===== config.mk =====
export PLATFORM = sky130hd
export DESIGN_NAME = prs_top
export DESIGN_NICKNAME = d
export VERILOG_FILES = /design/src/prs_pkg.sv /design/src/prs_top.sv
export VERILOG_INCLUDE_DIRS = /design/src /design/src/src
export SDC_FILE = /design/constraint.sdc
export NUM_CORES = 1
export LEC_CHECK = 0
export BUFFER_PORTS_ARGS = -buffer_cell sky130_fd_sc_hd__buf_2
export CAP_MARGIN = 20
export CORE_AREA = 2 2 149 151
export CTS_CLUSTER_DIAMETER = 40
export CTS_CLUSTER_SIZE = 16
export DETAILED_ROUTE_END_ITERATION = 7
export DIE_AREA = 0 0 151 153
export GPL_TIMING_DRIVEN = 0
export PLACE_DENSITY = 0.94
export SYNTH_ARGS = -nofsm -noshare
export SYNTH_HDL_FRONTEND = slang
export SYNTH_SLANG_ARGS = --single-unit

===== constraint.sdc =====
create_clock -name clk_i -period 5.4 [get_ports clk_i]
set_clock_uncertainty 0.1 [all_clocks]
set_input_delay 1.08 -clock clk_i [delete_from_list [all_inputs] [get_ports clk_i]]
set_output_delay 1.08 -clock clk_i [all_outputs]
set_load 0.02 [all_outputs]

===== src/prs_params.svh =====
// Register offsets, reset values and pin codes of the pin remapping block.
`ifndef PRS_PARAMS_SVH
`define PRS_PARAMS_SVH
`define PRS_ADR_REMAP     8'h00
`define PRS_ADR_WAKE      8'h04
`define PRS_ADR_ANALOG    8'h08
`define PRS_ADR_CONV      8'h0C
`define PRS_ADR_BITOP     8'h40
`define PRS_REG_DATA      4'h1
`define PRS_REG_DIR       4'h2
`define PRS_REG_PULL      4'h3
`define PRS_MASK_A        8'h3F
`define PRS_MASK_B        8'h7F
`define PRS_RST_PORT      32'hFFFFFFFF
`define PRS_RST_PULL      32'h00000000
`define PRS_RST_ANALOG    8'hFF
`define PRS_RST_REMAP     8'h00
`define PRS_RST_WAKE      8'h00
`define PRS_BOP_SET       7
`define PRS_SDO_UNDEF     2'h2
`define PRS_PA1           5'h01
`define PRS_PA3           5'h03
`define PRS_PB0           5'h08
`define PRS_PB1           5'h09
`define PRS_PB3           5'h0B
`define PRS_PB4           5'h0C
`define PRS_PB5           5'h0D
`define PRS_PB6           5'h0E
`define PRS_PC2           5'h12
`define PRS_PC3           5'h13
`define PRS_PC4           5'h14
`define PRS_PC5           5'h15
`define PRS_PC6           5'h16
`define PRS_PD1           5'h19
`define PRS_PD2           5'h1A
`define PRS_PD3           5'h1B
`endif


===== src/prs_pkg.sv =====
// Types shared by the pin remapping block and its users.
package prs_pkg;
  typedef struct packed {
    logic val;
    logic en;
  } prs_fout_t;
  typedef logic [4:0] prs_pin_t;
endpackage


===== src/prs_top.sv =====
// Pin remapping selection, port registers, analog defaults and Port A wake-up.
//
// Added by the designer: the placing of the registers and register access over Wishbone.
`timescale 1ns/1ps
`include "prs_params.svh"

// How it works
// When two functions drive one pin, the higher priority function wins.
// Variant A bit 5 puts serial data out on PC2, or PA1 when set.
// Variant A bit 4 puts serial data in on PC3, or PA3 when set.
// Variant A bit 3 puts serial clock on PC4, or PB6 when set.
// Variant A bit 2 puts chip select on PA1, or PB5 when set.
// Variant A bit 1 takes interrupt B from PB1, or PC5 when set.
// Variant A bits 7 and 6 do not exist and read zero.
// Variant B bit 2 puts chip select on PC6, or PB5 when set.
// Variant B bit 1 drives UART transmit on PD2, or PB3 when set.
// Variant B bit 0 takes UART receive from PD1, or PB4 when set.
// Reset sets all port data and direction bits to one.
// A pin turned output without a data write drives high.
// A bit set or clear reads the whole port and writes it back.
// Reset leaves converter pins analog with the converter off.
// Software removes the analog function before digital use of a pin.
// An analog enabled pin never gets its pull-high.
// In low power, a falling edge on an enabled Port A pin wakes.
// A wake control bit of one enables wake-up for its pin.
// Direction one is input; output pins read back their data latch.
// A remap write takes effect on the following clock.
// Variant B serial out code 10 drives no pin at all.
module prs_top import prs_pkg::*; #(
  parameter int VARIANT = 0
) (
  // Clock and reset.
  input  wire logic        clk_i,
  input  wire logic        rst_i,
  // Wishbone slave.
  input  wire logic        wb_cyc_i,
  input  wire logic        wb_stb_i,
  input  wire logic        wb_we_i,
  input  wire logic [7:0]  wb_adr_i,
  input  wire logic [3:0]  wb_sel_i,
  input  wire logic [31:0] wb_dat_i,
  output logic      [31:0] wb_dat_o,
  output logic             wb_ack_o,
  // Port pins, ports A to D at bytes 0 to 3.
  input  wire logic [31:0] pin_in_i,
  output logic      [31:0] pin_out_o,
  output logic      [31:0] pin_oe_n_o,
  output logic      [31:0] pull_en_o,
  output logic      [7:0]  analog_o,
  output logic             conv_on_o,
  // Peripheral side.
  input  prs_fout_t        serial_out_i,
  input  prs_fout_t        serial_data_i,
  input  prs_fout_t        serial_clock_i,
  input  prs_fout_t        serial_chip_select_i,
  input  prs_fout_t        uart_out_i,
  output logic             serial_in_o,
  output logic             serial_clock_o,
  output logic             serial_chip_select_o,
  output logic             ext_irq_a_o,
  output logic             ext_irq_b_o,
  output logic             uart_in_o,
  // Power management.
  input  wire logic        low_power_i,
  output logic             wake_o
);
  if (VARIANT < 0 || VARIANT > 1) begin : g_check
    $error("prs_top: VARIANT must be 0 or 1");
  end

  localparam bit VB = (VARIANT == 1);

  logic [7:0]  remap;
  logic [7:0]  wake_en;
  logic [7:0]  ana;
  logic        conv;
  logic [31:0] data;
  logic [31:0] dir;
  logic [31:0] pull;
  logic [31:0] pin_s1;
  logic [31:0] pin_s2;
  logic [7:0]  pa_prev;
  logic [31:0] nv;
  logic [31:0] nd;

  // Bus decode; the slave answers one cycle after the request is seen.
  wire         req      = wb_cyc_i & wb_stb_i;
  wire         commit   = req & wb_ack_o & wb_we_i & wb_sel_i[0];
  wire [7:0]   wbyte    = wb_dat_i[7:0];
  wire [3:0]   region   = wb_adr_i[7:4];
  wire [31:0]  port_m   = 32'h000000FF << {wb_adr_i[3:2], 3'b000};
  wire         wr_remap = commit & (wb_adr_i == `PRS_ADR_REMAP);
  wire         wr_wake  = commit & (wb_adr_i == `PRS_ADR_WAKE);
  wire         wr_ana   = commit & (wb_adr_i == `PRS_ADR_ANALOG);
  wire         wr_conv  = commit & (wb_adr_i == `PRS_ADR_CONV);
  wire         wr_bop   = commit & (wb_adr_i == `PRS_ADR_BITOP);
  wire         wr_data  = commit & (region == `PRS_REG_DATA) & (wb_adr_i[1:0] == 2'h0);
  wire         wr_dir   = commit & (region == `PRS_REG_DIR) & (wb_adr_i[1:0] == 2'h0);
  wire         wr_pull  = commit & (region == `PRS_REG_PULL) & (wb_adr_i[1:0] == 2'h0);
  wire [7:0]   rmask    = VB ? `PRS_MASK_B : `PRS_MASK_A;

  // Analog pins give no digital level.
  wire [31:0]  din      = pin_s2 & ~{24'h000000, ana};
  // Input pins read the pin, output pins read the latch.
  wire [31:0]  port_rd  = (dir & din) | (~dir & data);

  function automatic logic [7:0] pick(input logic [31:0] v, input logic [1:0] p);
    pick = v[{p, 3'b000} +: 8];
  endfunction

  // Single bit set and clear work on the whole port byte.
  wire         bop_dir  = wbyte[4];
  wire [4:0]   bop_idx  = {wbyte[6:5], wbyte[2:0]};
  wire [31:0]  bop_one  = 32'h00000001 << bop_idx;
  wire [31:0]  bop_m    = 32'h000000FF << {wbyte[6:5], 3'b000};
  wire [31:0]  bop_base = bop_dir ? dir : port_rd;
  wire [31:0]  bop_res  = wbyte[`PRS_BOP_SET] ? (bop_base | bop_one) : (bop_base & ~bop_one);
  wire [31:0]  wfull    = {4{wbyte}};

  wire [31:0]  next_data = (wr_bop & !bop_dir) ? ((data & ~bop_m) | (bop_res & bop_m)) :
                           wr_data ? ((data & ~port_m) | (wfull & port_m)) : data;
  wire [31:0]  next_dir  = (wr_bop & bop_dir) ? ((dir & ~bop_m) | (bop_res & bop_m)) :
                           wr_dir ? ((dir & ~port_m) | (wfull & port_m)) : dir;
  wire [31:0]  next_pull = wr_pull ? ((pull & ~port_m) | (wfull & port_m)) : pull;
  // Unimplemented selection bits are never stored.
  wire [7:0]   next_remap = wr_remap ? (wbyte & rmask) : remap;

  wire [7:0]   rd_byte =
    (wb_adr_i == `PRS_ADR_REMAP)  ? remap :
    (wb_adr_i == `PRS_ADR_WAKE)   ? wake_en :
    (wb_adr_i == `PRS_ADR_ANALOG) ? ana :
    (wb_adr_i == `PRS_ADR_CONV)   ? {7'h00, conv} :
    (wb_adr_i[1:0] != 2'h0)       ? 8'h00 :
    (region == `PRS_REG_DATA)     ? pick(port_rd, wb_adr_i[3:2]) :
    (region == `PRS_REG_DIR)      ? pick(dir, wb_adr_i[3:2]) :
    (region == `PRS_REG_PULL)     ? pick(pull, wb_adr_i[3:2]) : 8'h00;

  // Routing follows the stored selection with no further trigger.
  wire [1:0]   sdo_f   = remap[6:5];
  wire         sdo_ok  = !VB || (sdo_f != `PRS_SDO_UNDEF);
  wire prs_pin_t sdo_pin = VB ? ((sdo_f == 2'h0) ? `PRS_PC3 :
                                 (sdo_f == 2'h1) ? `PRS_PA1 : `PRS_PD3) :
                           (remap[5] ? `PRS_PA1 : `PRS_PC2);
  wire prs_pin_t sda_pin = remap[4] ? `PRS_PA3 : (VB ? `PRS_PC4 : `PRS_PC3);
  wire prs_pin_t sck_pin = remap[3] ? `PRS_PB6 : (VB ? `PRS_PC5 : `PRS_PC4);
  wire prs_pin_t scs_pin = remap[2] ? `PRS_PB5 : (VB ? `PRS_PC6 : `PRS_PA1);
  wire prs_pin_t irqb_pin = (!VB && remap[1]) ? `PRS_PC5 : `PRS_PB1;
  wire prs_pin_t irqa_pin = (!VB && remap[0]) ? `PRS_PC6 : `PRS_PB0;
  wire prs_pin_t tx_pin  = remap[1] ? `PRS_PB3 : `PRS_PD2;
  wire prs_pin_t rx_pin  = remap[0] ? `PRS_PB4 : `PRS_PD1;

  // Later overlays win, so the function named rightmost on a pin prevails.
  always_comb begin
    nv = data;
    nd = ~dir;
    if (serial_clock_i.en) begin
      nv[sck_pin] = serial_clock_i.val;
      nd[sck_pin] = 1'b1;
    end
    if (serial_data_i.en) begin
      nv[sda_pin] = serial_data_i.val;
      nd[sda_pin] = 1'b1;
    end
    if (serial_chip_select_i.en) begin
      nv[scs_pin] = serial_chip_select_i.val;
      nd[scs_pin] = 1'b1;
    end
    if (serial_out_i.en && sdo_ok) begin
      nv[sdo_pin] = serial_out_i.val;
      nd[sdo_pin] = 1'b1;
    end
    if (VB && uart_out_i.en) begin
      nv[tx_pin] = uart_out_i.val;
      nd[tx_pin] = 1'b1;
    end
  end

  // Port A falling edges on wake-enabled pins.
  wire [7:0]   fall = pa_prev & ~pin_s2[7:0] & wake_en;

  always_ff @(posedge clk_i) begin
    pin_s1  <= pin_in_i;
    pin_s2  <= pin_s1;
    pa_prev <= pin_s2[7:0];
  end

  always_ff @(posedge clk_i) begin
    if (rst_i) begin
      wb_ack_o <= 1'b0;
      wb_dat_o <= 32'h00000000;
    end else begin
      wb_ack_o <= req & !wb_ack_o;
      wb_dat_o <= {24'h000000, rd_byte};
    end
  end

  // Ports come up as inputs with latches high, so a new output drives high.
  always_ff @(posedge clk_i) begin
    if (rst_i) begin
      data    <= `PRS_RST_PORT;
      dir     <= `PRS_RST_PORT;
      pull    <= `PRS_RST_PULL;
      remap   <= `PRS_RST_REMAP;
      wake_en <= `PRS_RST_WAKE;
      ana     <= `PRS_RST_ANALOG;
      conv    <= 1'b0;
    end else begin
      data    <= next_data;
      dir     <= next_dir;
      pull    <= next_pull;
      remap   <= next_remap;
      wake_en <= wr_wake ? wbyte : wake_en;
      ana     <= wr_ana ? wbyte : ana;
      conv    <= wr_conv ? wbyte[0] : conv;
    end
  end

  always_ff @(posedge clk_i) begin
    if (rst_i) begin
      pin_out_o            <= `PRS_RST_PORT;
      pin_oe_n_o           <= `PRS_RST_PORT;
      pull_en_o            <= `PRS_RST_PULL;
      analog_o             <= `PRS_RST_ANALOG;
      conv_on_o            <= 1'b0;
      serial_in_o          <= 1'b0;
      serial_clock_o       <= 1'b0;
      serial_chip_select_o <= 1'b0;
      ext_irq_a_o          <= 1'b0;
      ext_irq_b_o          <= 1'b0;
      uart_in_o            <= 1'b0;
      wake_o               <= 1'b0;
    end else begin
      pin_out_o            <= nv;
      pin_oe_n_o           <= ~nd;
      pull_en_o            <= pull & dir & ~{24'h000000, ana};
      analog_o             <= ana;
      conv_on_o            <= conv;
      serial_in_o          <= din[sda_pin];
      serial_clock_o       <= din[sck_pin];
      serial_chip_select_o <= din[scs_pin];
      ext_irq_a_o          <= din[irqa_pin];
      ext_irq_b_o          <= din[irqb_pin];
      uart_in_o            <= din[rx_pin];
      wake_o               <= low_power_i & (|fall);
    end
  end

  ack_single_a: assert property (@(posedge clk_i) disable iff (rst_i)
    wb_ack_o |=> !wb_ack_o) else $error("ack held two cycles");
  port_reset_a: assert property (@(posedge clk_i) disable iff (rst_i)
    $past(rst_i) |-> (data == `PRS_RST_PORT) && (dir == `PRS_RST_PORT) && (pin_oe_n_o == '1))
    else $error("ports not inputs after reset");
  remap_upper_a: assert property (@(posedge clk_i)
    !VB |-> remap[7:6] == 2'h0) else $error("unimplemented remap bits set");
  remap_write_a: assert property (@(posedge clk_i) disable iff (rst_i)
    wr_remap |=> remap == ($past(wbyte) & rmask)) else $error("remap write lost");
  sdo_default_a: assert property (@(posedge clk_i) disable iff (rst_i)
    (!VB && !remap[5] && serial_out_i.en) |=> !pin_oe_n_o[`PRS_PC2]
      && pin_out_o[`PRS_PC2] == $past(serial_out_i.val)) else $error("serial out not on PC2");
  tx_route_a: assert property (@(posedge clk_i) disable iff (rst_i)
    (VB && remap[1] && uart_out_i.en) |=> !pin_oe_n_o[`PRS_PB3]
      && pin_out_o[`PRS_PB3] == $past(uart_out_i.val)) else $error("transmit not on PB3");
  pull_analog_a: assert property (@(posedge clk_i) disable iff (rst_i)
    (ana != 8'h00) |=> (pull_en_o[7:0] & $past(ana)) == 8'h00) else $error("pull on analog pin");
  wake_edge_a: assert property (@(posedge clk_i) disable iff (rst_i)
    (low_power_i && (fall != 8'h00)) |=> wake_o) else $error("missed wake edge");
  bop_keep_a: assert property (@(posedge clk_i) disable iff (rst_i)
    (wr_bop && bop_dir) |=> (dir & ~$past(bop_one)) == ($past(dir) & ~$past(bop_one)))
    else $error("bit op changed other bits");
  read_latch_a: assert property (@(posedge clk_i) disable iff (rst_i)
    (req && !wb_ack_o && !wb_we_i && region == `PRS_REG_DATA && wb_adr_i[1:0] == 2'h0
     && pick(dir, wb_adr_i[3:2]) == 8'h00) |=> wb_dat_o[7:0] == pick($past(data), $past(wb_adr_i[3:2])))
    else $error("output read not from latch");
endmodule


==> impl_metrics.tcl, run 1 <==
set metrics [dict create \
    cts_buffers 37 \
    vdd_ir_drop_max_mv 0.290 \
    crit_path_end_kind "flip-flop" \
    dp_cells 1751 \
    cp_max_fo 10 \
    cts_sinks 312 \
    regArea_um2 6250 \
    final_cell_mix "dfxtp_1 (312), buf_2 (191), nand2_1 (96)" \
    cap_violations 0 \
    die_area_um2 23100 \
    place_congestion 1.08 \
    postCtsHoldBufs 0 \
    hold_path_class "flip-flop to flip-flop" \
    r2r_start "wb_ack_o" \
    wl_um 49500 \
    worst_pin_slew_ns 1.12 \
    p_leak_nw 6.36 \
    drtPass1Iterations 7 \
    cts-root-buf "clkbuf_16" \
    worstPathRequired_ns 5.76 \
    timing.setup.tns_ns 0 \
    worstSetupStartpoint "wb_dat_i[4]" \
    fillers 1624 \
    vias 11600 \
    period_needed_ns 3.72 \
    vias_per_cell 6.36 \
    antenna_found_initial 3 \
    grt_max_degree 17 \
    synthArstFlopShare_pct 0 \
    criticalPathCategory "primary input to flip-flop" \
    setup_viol 0 \
    synth_ff_type "dfxtp_1" \
    synth-seq-cells 312 \
    dp_hpwl_um 36000 \
    final_max_slew_viol_count 0 \
    slew_headroom_pct 25.6 \
    path_clk_slew_ns 0.06 \
    synth_edf_count 0 \
    ctsHtreeMaxLevel 2 \
    finalHoldViolations 0 \
    post_cts_buffers 0 \
    antenna_left 0 \
    io_buffer_count 178 \
    drive_above_1_share_pct 25.5 \
    gr-total-overflow 0 \
    fp.dieH_um 153 \
    max_freq_mhz 269 \
    ys_warn_count 0 \
    drtIter0Drc 1426 \
    layout.nets 1603 \
    drc 0 \
    hold_start "pin_s1[15]" \
    post_cts_resized 0 \
    power_density_nw_per_um2 348 \
    fin_cells 1820 \
    avgSynthCellArea_um2 9.77 \
    grt_pass1_wl_um 71400 \
    cts_tree "done" \
    multiInputGateArea_um2 5670 \
    io_pins 237 \
    crit_arrival_ns 4.08 \
    yosysSeqAreaShare_pct 50.3 \
    status "finished, final reports clean" \
    core_area_um2 21500 \
    layout_commonest_cell "dfxtp_1" \
    synthCells 1270 \
    grt_pass1_vias 11200 \
    initial_utilization_pct 57.8 \
    row_count 54 \
    grt_setup_unrepaired "false" \
    chipWidth_um 151 \
    wl_per_cell_um 27.2 \
    finalCritPeriodShare_pct 68.8 \
    clkLatencyLatePin_ns 0.54 \
    clockBufferDepth 3 \
    grtUsageTotal_pct 42.3 \
    synthToLayoutAreaGrowth_pct 21.2 \
    syn_area_um2 12400 \
    ys_types 73 \
    startpoint_type "primary input" \
]
per-stage QoR:
| stage | total power, mW | hold slack (ns) | worst slack, ns | util (%) | area (um^2) |
|---|---|---|---|---|---|
| 3_5_place_dp | 2.72 | 0.212 | 1.43 | 64.0 | 13700 |
| 5_1_grt | 5.34 | 0.226 | 1.80 | 70.0 | 15000 |
| 3_3_place_gp | 2.72 | 0.210 | 1.43 | 64.0 | 13700 |
| 6_report | 5.23 | 0.216 | 1.68 | 70.0 | 15000 |
| 2_1_floorplan | 2.59 | 0.210 | 2.38 | - | 12500 |
| 4_1_cts | 5.23 | 0.219 | 1.95 | 70.0 | 15000 |
critical path, stage by stage:
cell	delay [ns]
clkbuf_1	0.41
clkbuf_1	0.61
buf_1	0.70
buf_1	0.89
nand2_1	0.13
a32oi_1	0.24
final cells by class:
| cell class | instances | share of cell area (%) |
|---|---|---|
| diodes | 1 | 0.0166 |
| well taps | 280 | 2.33 |
| clock buffers | 44 | 6.67 |
| repair buffers | 179 | 5.97 |
| clock inverters | 23 | 1.91 |
| multi-input cells | 859 | 37.7 |
| flip-flops and latches | 312 | 41.5 |
| plain buffers | 101 | 3.33 |
| inverters | 21 | 0.524 |
worst paths after layout:
check               end  slack (ns)  cells past startpoint
max           flip-flop        1.68                      6
min          pin_s2[15]        0.22                      0
max reg2reg   flip-flop        2.61                      6
min reg2reg  pin_s2[15]        0.22                      0
synthesized netlist by cell type, drive strengths merged (3+ instances only):
cell | count | share of area (%)
nand3b | 7 | 0.42
o32ai | 3 | 0.21
o31ai | 5 | 0.30
clkbuf | 53 | 1.6
nand3 | 23 | 0.93
buf | 48 | 2.4
o211ai | 3 | 0.18
a31oi | 14 | 0.71
nor4 | 3 | 0.27
mux2 | 6 | 0.54
mux4 | 19 | 3.4
a2bb2oi | 3 | 0.21
nor3 | 34 | 1.7
nand4 | 6 | 0.52
o31a | 9 | 0.64
a21oi | 82 | 3.3
a32oi | 7 | 0.49
a211oi | 21 | 1.3
nor2 | 94 | 2.9
a22oi | 17 | 1.0
and3 | 36 | 1.8
o221ai | 5 | 0.35
mux2i | 82 | 6.6
a21o | 10 | 0.60
or3b | 4 | 0.28
a22o | 5 | 0.35
dfxtp | 312 | 50
o22ai | 11 | 0.66
nand2b | 13 | 0.66
o22a | 6 | 0.42
and4 | 4 | 0.31
or2 | 52 | 2.6
and2 | 6 | 0.31
nor2b | 22 | 1.1
or3 | 3 | 0.15
a311oi | 4 | 0.28
nor3b | 13 | 0.79
o21ai | 73 | 2.9
nand2 | 98 | 3.0
inv | 21 | 0.64
and3b | 8 | 0.56
power breakdown:
part	leakage [nW]	internal (mW)	switching, mW
clock network	0.621	1.44	1.10
logic	3.19	0.0978	0.240
registers	2.55	2.34	0.0165
total	6.36	3.88	1.36
layer usage:
metal / vias up / global-route usage [%] / wire, um
met5: - / 0 / 13
met4: 2 / 27.7 / 3880
met3: 251 / 10.3 / 5750
met2: 924 / 65.0 / 22000
met1: 5404 / 52.9 / 17900
li1: 4990 / - / -
kinds of logic after synthesis:
| group | Yosys count | share of synthesized area (%) |
|---|---|---|
| flip-flops | 312 | 50.3 |
| AND/OR/NAND/NOR | 430 | 18.7 |
| other | 1 | 0.0302 |
| buffers and inverters | 122 | 4.67 |
| multiplexers | 107 | 10.6 |
| AO/OA/AOI/OAI | 298 | 15.7 |
Note: power is estimated with default switching activity, not from simulation.
==> run 2, diff against run 1 <==
CORE_AREA = 2 2 154 156   (was 2 2 149 151)
DIE_AREA = 0 0 156 158   (was 0 0 151 153)
PLACE_DENSITY = 0.89   (was 0.94)
clock period = 3.83 ns   (was 5.4 ns; I/O delays follow)
==> run 2 against run 1 <==
Sequential power grew 41%; utilization shrank 4.9 points; final cell count is essentially flat; critical path type unchanged; largest power group unchanged.
==> impl_metrics.tcl, run 2 (synthesis gave the netlist of run 1 again) <==
set metrics [dict create \
    pre_cts_slack_ns 0.116 \
    criticalPathCategory "primary input to flip-flop" \
    initial_utilization_pct 53.8 \
    antenna_found_initial 1 \
    cts-root-buf "clkbuf_16" \
    fin_cells 1821 \
    drtPass1Iterations 6 \
    setup_viol 0 \
    hold_ws_ns 0.226 \
    wl_um 50900 \
    period_needed_ns 3.47 \
    grt_pass1_wl_um 71800 \
    wl_per_cell_um 28.0 \
    setup_ws_ns 0.356 \
    hold_path_class "flip-flop to flip-flop" \
    final_max_slew_viol_count 0 \
    startpoint_type "primary input" \
    slew_headroom_pct 17.9 \
    layout_commonest_cell "dfxtp_1" \
    slowest_stage "clkbuf_1" \
    vdd_ir_drop_max_mv 0.393 \
    post_cts_resized 0 \
    slowest_delay_ns 0.91 \
    max_freq_mhz 288 \
    postLayoutCellArea_um2 15000 \
    drtIter0Drc 1355 \
    final_util_pct 65.1 \
    gr-total-overflow 0 \
    worstPathRequired_ns 4.11 \
    cp_max_fo 10 \
    status "finished, final reports clean" \
    finalHoldViolations 0 \
    cts_sinks 312 \
    p_leak_nw 6.34 \
    cap_violations 0 \
    grt_setup_unrepaired "false" \
    crit_arrival_ns 3.75 \
    worst_pin_slew_ns 1.23 \
    postCtsHoldBufs 0 \
    clkLatencyLatePin_ns 0.54 \
    timing.setup.tns_ns 0 \
    post_cts_buffers 0 \
    layout.nets 1600 \
    power_density_nw_per_um2 494 \
    place_area_um2 13800 \
    antenna_cells 0 \
    fp.dieH_um 158 \
    final_cell_mix "dfxtp_1 (312), buf_2 (191), nand2_1 (96)" \
    path_clk_slew_ns 0.06 \
    total_power_mw 7.41 \
    io_buffer_count 178 \
    chipWidth_um 156 \
    antenna_left 0 \
    vias_per_cell 6.42 \
    ctsHtreeMaxLevel 2 \
    vias 11700 \
    place_congestion 1.07 \
    clockBufferDepth 3 \
    dp_hpwl_um 36800 \
    crit_path_end_kind "flip-flop" \
    finalCritPeriodShare_pct 90.7 \
    crit_chain "buf_2 -> buf_2 -> buf_1 -> clkbuf_1 -> nand3_1 -> a21oi_1 -> a21oi_1" \
    grt_max_degree 17 \
    dp_cells 1761 \
    grt_pass1_vias 11100 \
    drive_above_1_share_pct 25.2 \
    synthToLayoutAreaGrowth_pct 20.9 \
    grtUsageTotal_pct 40.5 \
    core_area_um2 23100 \
    cts_tree "done" \
    row_count 56 \
    fillers 1863 \
    io_pins 237 \
    die_area_um2 24600 \
    drc 0 \
    cts_buffers 35 \
]
==> run 2: cell types whose count changed in the layout (fill, tap and decap cells not counted), moves of 2 or more <==
cell	previous run	this run
clkinv_8	8	3
clkinv_2	4	0
bufinv_16	1	4
inv_8	2	5
clkbuf_1	56	54
clkbuf_16	38	36
==> run 2: critical path, delay by kind of cell <==
family,cells,cell delay [ns]
AO/OA/AOI/OAI,2,0.90
buffers and inverters,4,1.88
AND/OR/NAND/NOR,1,0.19
==> run 2: area by class of cell <==
class	instances	area [um^2]	area share [%]
plain buffers	101	500	3.33
clock buffers	40	946	6.30
clock inverters	20	308	2.05
inverters	21	78.8	0.525
multi-input cells	859	5670	37.8
flip-flops and latches	312	6250	41.6
well taps	290	363	2.42
repair buffers	178	891	5.94
==> run 2: path summary, 6_finish.rpt <==
| path | startpoint | end | slack [ns] | depth (start not counted) |
|---|---|---|---|---|
| worst min-delay path | pin_s1[14] | pin_s2[14] | 0.23 | 0 |
| worst max-delay path | wb_adr_i[3] | flip-flop | 0.36 | 7 |
| worst max register to register | wb_ack_o | flip-flop | 1.11 | 6 |
| worst min register to register | pin_s1[14] | pin_s2[14] | 0.23 | 0 |
==> run 2: routing by layer <==
metal,GRT usage [%],vias to the layer above,wire (um),part of all wire [%]
met1,51.1,5548,19100,37
met4,25.7,0,3770,7.4
met3,8.98,239,5700,11
met2,63.1,922,22300,44
met5,0,-,0,0
li1,-,4973,-,-
==> run 2: power breakdown <==
group,internal [mW],total [mW],switching (mW)
logic,0.138,0.483,0.346
registers,3.29,3.32,0.0240
clock network,2.12,3.61,1.49
